[src/sr_pkg.sv]
package sr_pkg;
    // clock rate in kHz: 40 MHz, 25 ns period
    localparam int CLK_KHZ = 40000;
    // timer width shared by every long counter
    localparam int TW = 23;
    // feedback must close within this time after switch-off (longest)
    localparam int FB_TIMEOUT_MS = 150;
    localparam logic [TW-1:0] FB_TIMEOUT_CYC = TW'(FB_TIMEOUT_MS * CLK_KHZ);
    // power-on initialisation phase (least)
    localparam int INIT_MS = 10;
    localparam logic [TW-1:0] INIT_CYC = TW'(INIT_MS * CLK_KHZ);
    // contact debounce filter (least)
    localparam int DEB_US = 1000;
    localparam logic [TW-1:0] DEB_CYC = TW'((DEB_US * CLK_KHZ + 999) / 1000);
    // allowed discrepancy of the redundant contacts (longest)
    localparam int DISC_MS = 50;
    localparam logic [TW-1:0] DISC_CYC = TW'(DISC_MS * CLK_KHZ);
    // off-test period and off-pulse length
    localparam int TEST_PERIOD_MS = 100;
    localparam logic [TW-1:0] TEST_PERIOD_CYC = TW'(TEST_PERIOD_MS * CLK_KHZ);
    localparam int TEST_PULSE_US = 200;
    localparam logic [TW-1:0] TEST_PULSE_CYC =
        TW'((TEST_PULSE_US * CLK_KHZ + 999) / 1000);
    // indicator blink half period
    localparam int BLINK_MS = 200;
    localparam logic [TW-1:0] BLINK_CYC = TW'(BLINK_MS * CLK_KHZ);
    // flash code 1,8: flashes per group, two blink ticks each
    localparam logic [4:0] FLASH_HI = 5'h01;
    localparam logic [4:0] FLASH_LO = 5'h08;
    localparam logic [4:0] FL_G2S = 5'(2 * FLASH_HI + 2);
    localparam logic [4:0] FL_G2E = 5'(FL_G2S + 2 * FLASH_LO);
    localparam logic [4:0] FL_END = 5'(FL_G2E + 3);
    // debounced contact inputs, bit positions
    localparam int NUM_IN = 8;
    localparam int IX_IN1A = 0;
    localparam int IX_IN1B = 1;
    localparam int IX_IN2NC = 2;
    localparam int IX_IN2NO = 3;
    localparam int IX_CASC = 4;
    localparam int IX_FB1 = 5;
    localparam int IX_FB2 = 6;
    localparam int IX_START = 7;
    // apb register byte offsets
    localparam logic [7:0] ADDR_STATUS = 8'h00;
    localparam logic [7:0] ADDR_MASK = 8'h04;
    localparam logic [7:0] ADDR_STATE = 8'h08;
    localparam logic [7:0] ADDR_CTRL = 8'h0C;
    // status and mask bits
    localparam int STW = 5;
    localparam int ST_LOCK1 = 0;
    localparam int ST_LOCK2 = 1;
    localparam int ST_FBTO = 2;
    localparam int ST_EARTH = 3;
    localparam int ST_OTEST = 4;
    localparam logic [STW-1:0] STATUS_RST = 5'h00;
    localparam logic [STW-1:0] MASK_RST = 5'h00;
    // control bits: monitored start per channel, dual-channel mode
    localparam int CT_MON1 = 0;
    localparam int CT_MON2 = 1;
    localparam int CT_DUAL = 2;
    localparam logic [2:0] CTRL_RST = 3'h0;
    // channel state, gray along idle-on-wait
    typedef enum logic [1:0] {
        CH_IDLE = 2'h0,
        CH_ON = 2'h1,
        CH_FBW = 2'h3,
        CH_LOCK = 2'h2
    } sr_ch_t;
endpackage : sr_pkg

[src/sr_relay_logic.sv]
// Functional notes
// - init phase, mode latch, power, ready
// - input one closed lights and drives output one
// - input one open clears output one
// - output two only on three-way AND
// - any AND term false holds output two low
// - gate aux output follows input two alone
// - open feedback before switch-on flags error
// - after that, wait feedback closed and reopening
// - feedback must close 150 ms after switch-off
// - timeout error latches until power cycle
// - automatic start activates on closed input
// - monitored start activates on button release
// - dual channel detects earth faults as errors
// - each feedback terminal serves its own channel
// - periodic off-test of each output
`timescale 1ns/100ps
module sr_relay_logic #(
    parameter logic [sr_pkg::TW-1:0] FB_TIMEOUT_CYC_P = sr_pkg::FB_TIMEOUT_CYC,
    parameter logic [sr_pkg::TW-1:0] INIT_CYC_P = sr_pkg::INIT_CYC,
    parameter logic [sr_pkg::TW-1:0] DEB_CYC_P = sr_pkg::DEB_CYC,
    parameter logic [sr_pkg::TW-1:0] DISC_CYC_P = sr_pkg::DISC_CYC,
    parameter logic [sr_pkg::TW-1:0] TEST_PERIOD_CYC_P = sr_pkg::TEST_PERIOD_CYC,
    parameter logic [sr_pkg::TW-1:0] TEST_PULSE_CYC_P = sr_pkg::TEST_PULSE_CYC,
    parameter logic [sr_pkg::TW-1:0] BLINK_CYC_P = sr_pkg::BLINK_CYC
) (
    input wire logic ref_clk,
    input wire logic srst,
    input wire logic ce,
    input wire logic psel,
    input wire logic penable,
    input wire logic pwrite,
    input wire logic [7:0] paddr,
    input wire logic [31:0] pwdata,
    output logic [31:0] prdata,
    output logic pready,
    output logic pslverr,
    output logic irq,
    input wire logic in1_contact_a,
    input wire logic in1_contact_b,
    input wire logic in2_nc_contact,
    input wire logic in2_no_contact,
    input wire logic cascade_and_input,
    input wire logic feedback_loop_one,
    input wire logic feedback_loop_two,
    input wire logic start_button,
    input wire logic safety_sense_one,
    input wire logic safety_sense_two,
    output logic safety_out_one,
    output logic safety_out_two,
    output logic combined_aux_output,
    output logic gate_status_aux_output,
    output logic channel_one_indicator,
    output logic channel_two_indicator,
    output logic power_indicator,
    output logic cascade_source_terminal,
    output logic input_supply_terminal
);
    import sr_pkg::*;

    // register address match, used by read and write decode
    function automatic logic hit(input logic [7:0] a, input logic [7:0] off);
        hit = (a == off);
    endfunction : hit

    logic [NUM_IN-1:0] raw; // contact pins as gathered
    logic [NUM_IN-1:0] pin; // debounced contacts
    logic [1:0] sns1_q, sns2_q; // off-test readback sync
    logic [TW-1:0] init_cnt_q;
    logic init_done_q, ready_q;
    logic [1:0] mon_q; // monitored start per channel
    logic dual_q;
    logic [TW-1:0] disc_cnt_q;
    logic earth_q, fatal_q;
    logic [TW-1:0] tp_cnt_q;
    logic tp_on, tp_last;
    logic c1, gate;
    logic [1:0] cond, fb, lock, to_hit, ot_fail, lock_ev;
    logic [1:0] lock_d; // channel enters or stays in a lock next
    logic lock_any;
    sr_ch_t st_q [2];
    logic [1:0] out_q, aux_q, led_q;
    logic gate_q, power_q, src_q, sup_q;
    logic flash_alt, flash_code;
    logic [STW-1:0] status_q, mask_q, ev;
    logic [2:0] ctrl_q;
    logic [31:0] prdata_q;
    logic pready_q, pslverr_q, irq_q;
    logic acc, wr, mapped;

    assign raw[IX_IN1A] = in1_contact_a;
    assign raw[IX_IN1B] = in1_contact_b;
    assign raw[IX_IN2NC] = in2_nc_contact;
    assign raw[IX_IN2NO] = in2_no_contact;
    assign raw[IX_CASC] = cascade_and_input;
    assign raw[IX_FB1] = feedback_loop_one;
    assign raw[IX_FB2] = feedback_loop_two;
    assign raw[IX_START] = start_button;

    sr_debounce #(.DEB_CYC_P(DEB_CYC_P)) u_deb (
        .ref_clk(ref_clk),
        .srst(srst),
        .ce(ce),
        .raw(raw),
        .clean(pin)
    );

    sr_flash #(.BLINK_CYC_P(BLINK_CYC_P)) u_flash (
        .ref_clk(ref_clk),
        .srst(srst),
        .ce(ce),
        .alt_q(flash_alt),
        .code_q(flash_code)
    );

    // readback is not filtered: the filter would swallow the off-pulse
    always_ff @(posedge ref_clk) begin
        if (srst) begin
            sns1_q <= 2'h0;
            sns2_q <= 2'h0;
        end else if (ce) begin
            sns1_q <= {sns1_q[0], safety_sense_one};
            sns2_q <= {sns2_q[0], safety_sense_two};
        end
    end

    // single mode ignores the second contact
    assign c1 = pin[IX_IN1A] & (pin[IX_IN1B] | ~dual_q);
    // gate closed: n/c closed and n/o open
    assign gate = pin[IX_IN2NC] & ~pin[IX_IN2NO];
    assign cond = {c1 & gate & pin[IX_CASC], c1};
    // each feedback terminal serves its own channel
    assign fb = {pin[IX_FB2], pin[IX_FB1]};
    assign lock_any = |lock;

    // init phase, then latch mode and wait for feedback
    always_ff @(posedge ref_clk) begin
        if (srst) begin
            init_cnt_q <= '0;
            init_done_q <= 1'b0;
            ready_q <= 1'b0;
            mon_q <= 2'h0;
            dual_q <= 1'b0;
        end else if (ce) begin
            if (!init_done_q) begin
                init_cnt_q <= init_cnt_q + 23'h1;
                if (init_cnt_q == INIT_CYC_P - 23'h1) begin
                    init_done_q <= 1'b1;
                    mon_q <= {ctrl_q[CT_MON2], ctrl_q[CT_MON1]};
                    dual_q <= ctrl_q[CT_DUAL];
                end
            end else if (&fb) begin
                ready_q <= 1'b1;
            end
        end
    end

    // contact discrepancy or stuck start button is an earth fault
    always_ff @(posedge ref_clk) begin
        if (srst) begin
            disc_cnt_q <= '0;
            earth_q <= 1'b0;
        end else if (ce) begin
            if (!dual_q || pin[IX_IN1A] == pin[IX_IN1B]) begin
                disc_cnt_q <= '0;
            end else if (disc_cnt_q != DISC_CYC_P - 23'h1) begin
                disc_cnt_q <= disc_cnt_q + 23'h1;
            end
            // setting wins over the clear on both contacts open
            if ((dual_q && disc_cnt_q == DISC_CYC_P - 23'h1) ||
                (init_cnt_q == INIT_CYC_P - 23'h1 && !init_done_q &&
                 ctrl_q[CT_DUAL] && pin[IX_START])) begin
                earth_q <= 1'b1;
            end else if (!pin[IX_IN1A] && !pin[IX_IN1B] && !pin[IX_START]) begin
                earth_q <= 1'b0;
            end
        end
    end

    // off-test timer shared by both outputs
    assign tp_on = (tp_cnt_q >= TEST_PERIOD_CYC_P - TEST_PULSE_CYC_P);
    assign tp_last = (tp_cnt_q == TEST_PERIOD_CYC_P - 23'h1);
    always_ff @(posedge ref_clk) begin
        if (srst) begin
            tp_cnt_q <= '0;
        end else if (ce) begin
            tp_cnt_q <= tp_last ? '0 : tp_cnt_q + 23'h1;
        end
    end

    // timeout or failed off-test: only reset clears it
    always_ff @(posedge ref_clk) begin
        if (srst) begin
            fatal_q <= 1'b0;
        end else if (ce && (|to_hit || |ot_fail)) begin
            fatal_q <= 1'b1;
        end
    end

    genvar i;
    // per-channel start, feedback and output logic
    for (i = 0; i < 2; i++) begin : g_ch
        sr_ch_t st_d;
        logic [TW-1:0] cnt_q; // switch-off feedback timer
        logic pressed_q; // start button seen pressed
        logic go, en;
        // automatic start, or release of a press
        assign go = cond[i] & (~mon_q[i] | (pressed_q & ~pin[IX_START]));
        assign en = ready_q & ~fatal_q & ~earth_q & ~lock_any;
        assign lock[i] = (st_q[i] == CH_LOCK);
        // wait reaches its limit with feedback still open
        assign to_hit[i] = (st_q[i] == CH_FBW) & ~fb[i] &
                           (cnt_q == FB_TIMEOUT_CYC_P - 23'h1);
        // output still reads high at the end of its off-pulse
        assign ot_fail[i] = tp_last & (st_q[i] == CH_ON) &
                            (i == 0 ? sns1_q[1] : sns2_q[1]);
        assign lock_d[i] = (st_d == CH_LOCK);
        assign lock_ev[i] = lock_d[i] & ~lock[i];

        // next channel state
        always_comb begin
            st_d = st_q[i];
            case (st_q[i])
                CH_IDLE: begin
                    if (go && en) begin
                        st_d = fb[i] ? CH_ON : CH_LOCK;
                    end
                end
                CH_ON: begin
                    // a lock on either channel too
                    if (!cond[i] || fatal_q || earth_q || lock_any) begin
                        st_d = CH_FBW;
                    end
                end
                CH_FBW: begin
                    if (fb[i]) begin
                        st_d = CH_IDLE;
                    end
                end
                CH_LOCK: begin
                    // needs feedback closed and inputs reopened
                    if (!cond[i] && fb[i]) begin
                        st_d = CH_IDLE;
                    end
                end
                default: begin
                    st_d = CH_IDLE;
                end
            endcase
        end

        // state, timers and registered outputs
        always_ff @(posedge ref_clk) begin
            if (srst) begin
                st_q[i] <= CH_IDLE;
                cnt_q <= '0;
                pressed_q <= 1'b0;
                out_q[i] <= 1'b0;
                aux_q[i] <= 1'b0;
                led_q[i] <= 1'b0;
            end else if (ce) begin
                st_q[i] <= st_d;
                // count only while waiting with feedback open
                if (st_q[i] == CH_FBW && !fb[i] && !to_hit[i]) begin
                    cnt_q <= cnt_q + 23'h1;
                end else if (st_q[i] != CH_FBW) begin
                    cnt_q <= '0;
                end
                // a press counts only with the input closed
                if (!mon_q[i] || !cond[i] || st_q[i] != CH_IDLE) begin
                    pressed_q <= 1'b0;
                end else if (pin[IX_START]) begin
                    pressed_q <= 1'b1;
                end
                out_q[i] <= (st_d == CH_ON) & ~tp_on;
                aux_q[i] <= (st_d == CH_ON);
                // code on timeout, alternate on a lock
                if (fatal_q) begin
                    led_q[i] <= flash_code;
                // next state, so the flash ends as the lock is left
                end else if (|lock_d) begin
                    led_q[i] <= flash_alt ^ (i == 1);
                end else begin
                    led_q[i] <= (st_d == CH_ON);
                end
            end
        end
    end

    always_ff @(posedge ref_clk) begin
        if (srst) begin
            gate_q <= 1'b0;
            power_q <= 1'b0;
            src_q <= 1'b0;
            sup_q <= 1'b0;
        end else if (ce) begin
            gate_q <= gate;
            power_q <= init_done_q;
            src_q <= init_done_q;
            sup_q <= init_done_q;
        end
    end

    // apb: answer one cycle into the access phase
    assign acc = psel & penable;
    assign wr = acc & pready_q & pwrite;
    assign mapped = hit(paddr, ADDR_STATUS) | hit(paddr, ADDR_MASK) |
                    hit(paddr, ADDR_STATE) | hit(paddr, ADDR_CTRL);
    always_ff @(posedge ref_clk) begin
        if (srst) begin
            pready_q <= 1'b0;
            pslverr_q <= 1'b0;
            prdata_q <= 32'h0000_0000;
            mask_q <= MASK_RST;
            ctrl_q <= CTRL_RST;
        end else if (ce) begin
            pready_q <= acc & ~pready_q;
            pslverr_q <= acc & ~pready_q & ~mapped;
            if (acc && !pready_q && !pwrite) begin
                prdata_q <= 32'h0000_0000;
                if (hit(paddr, ADDR_STATUS)) prdata_q[STW-1:0] <= status_q;
                if (hit(paddr, ADDR_MASK)) prdata_q[STW-1:0] <= mask_q;
                if (hit(paddr, ADDR_CTRL)) prdata_q[2:0] <= ctrl_q;
                if (hit(paddr, ADDR_STATE)) begin
                    prdata_q[11:0] <= {dual_q, mon_q, ready_q, init_done_q,
                                       fatal_q, earth_q, st_q[1], st_q[0],
                                       out_q[1]};
                    prdata_q[12] <= out_q[0];
                end
            end
            if (wr && hit(paddr, ADDR_MASK)) mask_q <= pwdata[STW-1:0];
            if (wr && hit(paddr, ADDR_CTRL)) ctrl_q <= pwdata[2:0];
        end
    end

    // sticky events, write one to clear, a new event wins
    assign ev = {|ot_fail, earth_q, |to_hit, lock_ev};
    always_ff @(posedge ref_clk) begin
        if (srst) begin
            status_q <= STATUS_RST;
            irq_q <= 1'b0;
        end else if (ce) begin
            status_q <= (status_q & ~((wr && hit(paddr, ADDR_STATUS)) ?
                         pwdata[STW-1:0] : 5'h00)) | ev;
            irq_q <= |(status_q & mask_q);
        end
    end

    assign prdata = prdata_q;
    assign pready = pready_q;
    assign pslverr = pslverr_q;
    assign irq = irq_q;
    assign safety_out_one = out_q[0];
    assign safety_out_two = out_q[1];
    assign combined_aux_output = aux_q[1];
    assign gate_status_aux_output = gate_q;
    assign channel_one_indicator = led_q[0];
    assign channel_two_indicator = led_q[1];
    assign power_indicator = power_q;
    assign cascade_source_terminal = src_q;
    assign input_supply_terminal = sup_q;
endmodule : sr_relay_logic

[src/sr_debounce.sv]
`timescale 1ns/100ps
module sr_debounce #(
    parameter logic [sr_pkg::TW-1:0] DEB_CYC_P = sr_pkg::DEB_CYC
) (
    input wire logic ref_clk,
    input wire logic srst,
    input wire logic ce,
    input wire logic [sr_pkg::NUM_IN-1:0] raw,
    output logic [sr_pkg::NUM_IN-1:0] clean
);
    import sr_pkg::*;

    genvar g;
    // one synchroniser and filter per contact
    for (g = 0; g < NUM_IN; g++) begin : g_bit
        logic s1_q; // first stage, read only by s2_q
        logic s2_q;
        logic cl_q; // accepted level, open after reset
        logic [TW-1:0] cnt_q;
        assign clean[g] = cl_q;
        // level must hold a whole filter time before it is taken
        always_ff @(posedge ref_clk) begin
            if (srst) begin
                s1_q <= 1'b0;
                s2_q <= 1'b0;
                cl_q <= 1'b0;
                cnt_q <= '0;
            end else if (ce) begin
                s1_q <= raw[g];
                s2_q <= s1_q;
                if (s2_q == cl_q) begin
                    cnt_q <= '0;
                end else if (cnt_q == DEB_CYC_P - 23'h1) begin
                    cl_q <= s2_q;
                    cnt_q <= '0;
                end else begin
                    cnt_q <= cnt_q + 23'h1;
                end
            end
        end
    end
endmodule : sr_debounce

[src/sr_flash.sv]
`timescale 1ns/100ps
module sr_flash #(
    parameter logic [sr_pkg::TW-1:0] BLINK_CYC_P = sr_pkg::BLINK_CYC
) (
    input wire logic ref_clk,
    input wire logic srst,
    input wire logic ce,
    output logic alt_q,
    output logic code_q
);
    import sr_pkg::*;

    logic [TW-1:0] pre_q; // blink prescaler
    logic [4:0] step_q; // position in the code sequence
    logic tick;

    assign tick = (pre_q == BLINK_CYC_P - 23'h1);

    // prescaler, alternating phase and code step
    always_ff @(posedge ref_clk) begin
        if (srst) begin
            pre_q <= '0;
            alt_q <= 1'b0;
            step_q <= 5'h00;
            code_q <= 1'b0;
        end else if (ce) begin
            pre_q <= tick ? '0 : pre_q + 23'h1;
            if (tick) begin
                alt_q <= ~alt_q;
                step_q <= (step_q == FL_END) ? 5'h00 : step_q + 5'h01;
            end
            // even steps inside a group light, code repeats forever
            code_q <= ~step_q[0] &
                      ((step_q < 5'(2 * FLASH_HI)) ||
                       (step_q >= FL_G2S && step_q < FL_G2E));
        end
    end
endmodule : sr_flash

[config.mk]
export PLATFORM = sky130hd
export DESIGN_NAME = sr_relay_logic
export DESIGN_NICKNAME = d
export VERILOG_FILES = /design/src/sr_pkg.sv /design/src/sr_relay_logic.sv /design/src/sr_debounce.sv /design/src/sr_flash.sv
export SDC_FILE = /design/constraint.sdc
export NUM_CORES = 1
export LEC_CHECK = 0
export ABC_CLOCK_PERIOD_IN_PS = 2200
export BUFFER_PORTS_ARGS = -buffer_cell sky130_fd_sc_hd__buf_2
export CAP_MARGIN = 20
export CORE_MARGIN = 5
export CORE_UTILIZATION = 45
export DETAILED_ROUTE_END_ITERATION = 12
export HOLD_SLACK_MARGIN = 0.05
export PLACE_DENSITY = 0.67
export REMOVE_ABC_BUFFERS = 1
export SYNTH_ARGS = -nofsm -noshare
export SYNTH_HDL_FRONTEND = slang
export SYNTH_HIERARCHICAL = 1
export SYNTH_SLANG_ARGS = --single-unit
[constraint.sdc]
create_clock -name ref_clk -period 2.2 [get_ports ref_clk]
set_input_delay 0.22 -clock ref_clk [delete_from_list [all_inputs] [get_ports ref_clk]]
set_output_delay 0.22 -clock ref_clk [all_outputs]
set_load 0.02 [all_outputs]
Word-level counts from Yosys, hierarchy flattened
Memory sizes are Yosys's and may differ from the RTL's.
Cells that the tools add are included.
{"block": "classes", "addsub": 15, "magnitude_cmp": 4, "eq_ne": 40, "n_mux": 60, "bitwise": 67, "reduce_logical": 87}
{"operator": "23-bit two-way mux", "count": 24}
{"operator": "23-bit by 1-bit adder with 23-bit output (second input constant)", "count": 14}
{"operator": "23-bit by 16-bit equality test with 1-bit output (second input constant)", "count": 8}
{"operator": "23-bit equality test (second input constant)", "count": 3}
{"operator": "1-bit AND", "count": 29}
{"operator": "3-bit AND reduction", "count": 9}
{"operator": "1-bit inverter", "count": 26}
{"operator": "2-bit two-way mux", "count": 12}
{"operator": "23-bit by 19-bit equality test with 1-bit output (second input constant)", "count": 1}
{"operator": "23-bit by 21-bit equality test with 1-bit output (second input constant)", "count": 1}
{"operator": "23-bit by 22-bit equality test with 1-bit output (second input constant)", "count": 1}
{"operator": "23-bit by 22-bit >= comparator with 1-bit output (second input constant)", "count": 1}
{"operator": "23-bit by 21-bit inequality test with 1-bit output (second input constant)", "count": 1}
{"operator": "2-bit AND reduction", "count": 11}
{"operator": "1-bit logical AND", "count": 21}
{"operator": "5-bit two-way mux", "count": 4}
{"operator": "8-bit by 4-bit equality test with 1-bit output (second input constant)", "count": 2}
{"operator": "1-bit two-way mux", "count": 16}
{"operator": "2-bit one-hot mux with 4 select lines", "count": 2}
{"operator": "2-bit nonzero test", "count": 8}
{"operator": "1-bit logical NOT", "count": 15}
{"operator": "1-bit logical OR", "count": 14}
{"operator": "13-bit two-way mux", "count": 1}
{"operator": "2-bit equality test (second input constant)", "count": 6}
{"operator": "other kinds (19)", "count": 43}
{"block": "totals", "ff_bits": 402, "ram_bits": 4, "input_bits": 56, "wordCells": 339, "n_memories": 1}
{"memory": "st_q", "words": 2, "word_bits": 2, "rd": 2, "rd_clocked_by_memory_dff": 0, "wr": 2, "line": "sr_relay_logic.sv:81", "text": "sr_ch_t st_q [2];"}

Longest topological paths before layout
{"block": "logic_depth", "ltp_word": 15, "depth_mapped": 10, "ltp_nobuf": 8}

Hierarchy
Netlist, hierarchy kept.
{"mod": "sr_debounce", "instances": 1, "cells_each": 1337, "area_per_inst_um2": 10679.0, "seq_area_each_um2": 4164.0}
{"mod": "sr_relay_logic", "instances": 1, "cells_each": 993, "area_per_inst_um2": 8184.1, "seq_area_each_um2": 3403.3}
{"mod": "sr_flash", "instances": 1, "cells_each": 179, "area_per_inst_um2": 1525.2, "seq_area_each_um2": 600.6}

Worst setup path after synthesis
OpenSTA, ideal clock, no wires.
{"block": "synth_timing", "path_kind": "reg2reg", "startpoint": "reg u_deb.g_bit[0].cl_q", "endpoint": "reg disc_cnt_q[9]", "setup_time_ns": 0.128, "arrival_ns": 1.906, "required_time_ns": 2.072, "setup_slack_ns": 0.167, "path_stages_with_launch": 10, "period_less_slack_ns": 2.033, "cell_sequence": "dfxtp_1 -> buf_4 -> inv_2 -> ha_1 -> nand2_1 -> nand4b_1 -> o31ai_1 -> nor4_1 -> xnor2_1 -> nor2_1"}
{"block": "synth_via", "elab_chain_len": 4, "elab_cells_between_ends": 5}
{"element": "start, declared", "line": "sr_debounce.sv:18", "text": "logic cl_q;"}
{"element": "start signal, assigned", "line": "sr_debounce.sv:34", "text": "cl_q <= s2_q;"}
{"element": "1-bit equality test (*)", "line": "sr_relay_logic.sv:164", "text": "if (!dual_q || pin[IX_IN1A] == pin[IX_IN1B]) begin"}
{"element": "1-bit logical OR (*)", "line": "sr_relay_logic.sv:164"}
{"element": "2-bit nonzero test (no line)"}
{"element": "2-bit AND reduction (no line)"}
{"element": "end signal, assigned", "line": "sr_relay_logic.sv:167", "text": "disc_cnt_q <= disc_cnt_q + 23'h1;"}
{"element": "end, declared", "line": "sr_relay_logic.sv:73", "text": "logic [TW-1:0] disc_cnt_q;"}
Mark *: on every way between the ends. The rest lies on a longest branch, timed or not.
A chain may end at the register's enable or synchronous reset.

Worst setup path after layout
{"block": "layout_timing", "startpoint": "reg u_deb.g_bit[3].cl_q", "endpoint": "reg led_q[1] (netlist: channel_two_indicator)"}
{"block": "layout_via", "elab_chain_len": 14, "elab_cells_between_ends": 20}
{"element": "start, declared", "line": "sr_debounce.sv:18"}
{"element": "start signal, assigned", "line": "sr_debounce.sv:34"}
{"element": "1-bit inverter (*)", "line": "sr_relay_logic.sv:130", "text": "assign gate = pin[IX_IN2NC] & ~pin[IX_IN2NO];"}
{"element": "1-bit AND (*)", "line": "sr_relay_logic.sv:130"}
{"element": "1-bit AND (*) (2 in series)", "line": "sr_relay_logic.sv:131", "text": "assign cond = {c1 & gate & pin[IX_CASC], c1};"}
{"element": "1-bit logical NOT", "line": "sr_relay_logic.sv:231, sr_relay_logic.sv:242"}
{"element": "1-bit logical OR (3 in series)", "line": "sr_relay_logic.sv:231", "text": "if (!cond[i] || fatal_q || earth_q || lock_any) begin"}
{"element": "2-bit two-way mux", "line": "sr_relay_logic.sv:231"}
{"element": "2-bit one-hot mux with 4 select lines (*)", "line": "sr_relay_logic.sv:223", "text": "case (st_q[i])"}
{"element": "2-bit equality test", "line": "sr_relay_logic.sv:217", "text": "assign lock_d[i] = (st_d == CH_LOCK);"}
{"element": "2-bit OR reduction", "line": "sr_relay_logic.sv:281", "text": "end else if (|lock_d) begin"}
{"element": "1-bit two-way mux (*)", "line": "sr_relay_logic.sv:281"}
{"element": "1-bit two-way mux (*)", "line": "sr_relay_logic.sv:278", "text": "if (fatal_q) begin"}
{"element": "end signal, assigned by index", "line": "sr_relay_logic.sv:279", "text": "led_q[i] <= flash_code;"}
{"element": "end signal, assigned by index", "line": "sr_relay_logic.sv:282", "text": "led_q[i] <= flash_alt ^ (i == 1);"}
{"element": "end signal, assigned by index", "line": "sr_relay_logic.sv:284", "text": "led_q[i] <= (st_d == CH_ON);"}
{"element": "end, declared", "line": "sr_relay_logic.sv:82", "text": "logic [1:0] out_q, aux_q, led_q;"}
Marks and branches as above.

==> reports/qor.txt <==
# rows = 78
1st-iter DRT viols = 1,179
TritonCTS clock tree = yes
# IOs = 100
Synth unique cells = 96
Synthesized area per cell = 8.13 um2
Die width = 223 um
H-tree depth = 2
TritonCTS Buffers = 45
GP Congestion = 0.875
Crit path depth = 6
First-pass GRT wire length = 86,300 um
Initial Util = 0.452
Power, Total = 16.4 mW
CTS root buf = clkbuf_16
Layout Nets = 2,732
Final hold vios = 0
Ys flop type = dfxtp_1
Final setup viols = 0
Skew final = 0.0177 ns
Min-Delay Path Depth = 3
Total number of vias = 18,900
Tcrit/Tclk final = 0.995
Die area = 0.0497 mm2
TritonCTS sink count = 406
Final period demand of the worst path = 2.19 ns
Core area = 0.0451 mm2
Area grow syn2layout = 17.5%
Reg2Reg Depth = 6
RSZ-0062 raised after global routing = yes
Hold_ws = 0.107 ns
Req. time, crit path = 2.70 ns
CP top delay family = simple AND/OR/NAND/NOR gates
Delay of the slowest critical-path stage = 0.47 ns
CP bufs+invs = 0
Cells after Synth = 2,509
Pin count of the biggest net entering global routing = 49
Worst slew pin tran = 0.641 ns
Die H = 223 um
Clk buf depth = 3
Leakage power = 8.35 nW
Clock-pin slew on the worst setup and hold paths = 0.06 ns
CP Capture Type = flip-flop
Yosys Warn Count = 6
Port Buffer Count = 53
Outcome = complete, no violations
Post-route ant nets = 0
Synth area leaders = dfxtp_1 39%, nor2_1 5.0%, nand2_1 4.5%
Non-Filler Instances = 3,297
Register area share after synthesis = 0.401
Router iterations before antenna repair = 8
Pwr/cell area = 684 mW/mm2
Layout cell share with drive strength beyond 1 = 0.134
Via-per-instance ratio = 5.74
Post-Syn Area = 0.0204 mm2
DP HPWL = 35,400 um
Gr usage total = 0.199
Skew-Pair Late Insertion Delay = 0.58 ns
Vias in the first global route = 18,200
Routed WL = 51,000 um
Post-route DRC violation count = 0
EDFF count, synth = 4
Max-cap violations = 0
Final setup margin = 0.0114 ns
Cell at the slowest stage of the critical path = or3_4
CP Cell Sequence = nand3b_1 -> or3_4 -> or3_4 -> o22a_1 -> or4_1 -> o221ai_2
Worst Path Arrival = 2.68 ns
Initial antenna violation count = 1
Startpoint types = flip-flop
Most frequent CP cell = or3_4
Post-synth ARST share = 0
Slew Limit Headroom = 0.569
Worst vdd ir = 0.000621 V
Seq cells post-synth = 406
Wire length per cell = 15.5 um
Crit Path Class = reg -> reg
Yosys top cell area share = 0.395
Cells after DPL = 3,196
Yosys top cell by area = dfxtp_1
Overflow after GRT = 0
Max Clk Rate = 0.457 GHz
Crit path max fanout = 2
DP Worst Slack = -0.0849 ns
HP Class = in -> reg
Pins Over Slew Limit = 0
-- synth_stat cells (all sizes together), types with 31 or more instances --
library cell  count
nand4           107
a21oi           158
xor2             72
and3             49
inv              52
nor3             70
mux2i            46
nor2            272
nand2b           31
xnor2            52
clkbuf           72
nand2           246
o21ai           107
dfxtp           402
buf              73
nor4             54
or3              52
nand3           180
a31oi            99
-- report_power, final --
part	internal, mW	total (mW)	switching [mW]
Clock	5.14	8.27	3.13
Combinational	0.224	0.661	0.437
Sequential	7.41	7.45	0.0363
Total	12.8	16.4	3.60
-- cell families after synthesis --
logic type                 count (synthesis)  synth area share
and+or+nand+nor                         1195             0.305
AOI/OAI and AO/OA                        516             0.159
DFF                                      406             0.401
buffers and inverters                    199            0.0454
xor gates and xnor gates                 124            0.0533
muxes                                     51            0.0253
adders and majority gates                 17            0.0104
other                                      1          0.000184
-- repair_timing --
item	in CTS	in global routing
setup buffers	0	1
pin swaps	0	4
hold buffers	15	0
endpoints found under the setup margin	2	43
endpoints found under the hold margin	23	0
gates resized for setup	3	14
-- cell usage in the layout, fill, tap and decap left out, drive strengths merged, types with 22 or more instances in the layout --
cell type	count
a21oi	158
a31oi	99
and3	49
and4	22
buf	215
clkbuf	60
dfxtp	402
inv	54
mux2i	46
nand2	246
nand2b	31
nand3	180
nand4	107
nor2	272
nor3	70
nor4	54
o21ai	107
or3	52
xnor2	52
xor2	72
-- state kept, by name, indices dropped and copies added (netlist names), 3 cells and up --
register           count
prdata                13
ctrl_q                 3
u_deb/g_bit.s1_q       8
init_cnt_q            23
mask_q                 5
disc_cnt_q            23
status_q               5
u_deb/g_bit.cnt_q    184
st_q                   4
u_flash/pre_q         23
u_deb/g_bit.s2_q       8
u_deb/g_bit.cl_q       8
g_ch.cnt_q            46
u_flash/step_q         5
tp_cnt_q              23
-- worst register-to-register path: stages, from the launching register on --
cell and delay (ns):
dfxtp_1 0.31, nand3b_1 0.28, or3_4 0.47, or3_4 0.36
o22a_1 0.21, or4_1 0.42, o221ai_2 0.08
-- metrics by stage --
stage	util	TNS (ns)	cell area, um2
2_1_floorplan	-	-66.50	19700
3_3_place_gp	0.489	-0.0723	22100
3_5_place_dp	0.489	-0.117	22100
4_1_cts	0.530	0	23900
5_1_grt	0.531	-0.0429	23900
6_report	0.531	0	24000
-- layer usage --
metal	share of wire	GRT usage
met1	0.45	0.260
met2	0.47	0.330
met3	0.059	0.0411
met4	0.026	0.0642
met5	0	0
-- path summary, 6_finish.rpt --
check	from	end	slack, ns
min reg2reg	prdata[10]	prdata[10]	0.45
max	u_deb/g_bit[3].cl_q	channel_two_indicator	0.01
min	srst	disc_cnt_q[1]	0.11
max reg2reg	u_deb/g_bit[3].cl_q	channel_two_indicator	0.01
-- area by class of cell --
class                      instances  area [um2]
fill                            4109       21100
clock inverter                    24         380
inverter                          54         203
tap                              600         751
multi-input combinational       1922       11500
antenna                            1        2.50
timing repair buffer             230        1720
clock buffer                      60        1270
sequential                       406        8170
Note: power is estimated with default switching activity, not from simulation.
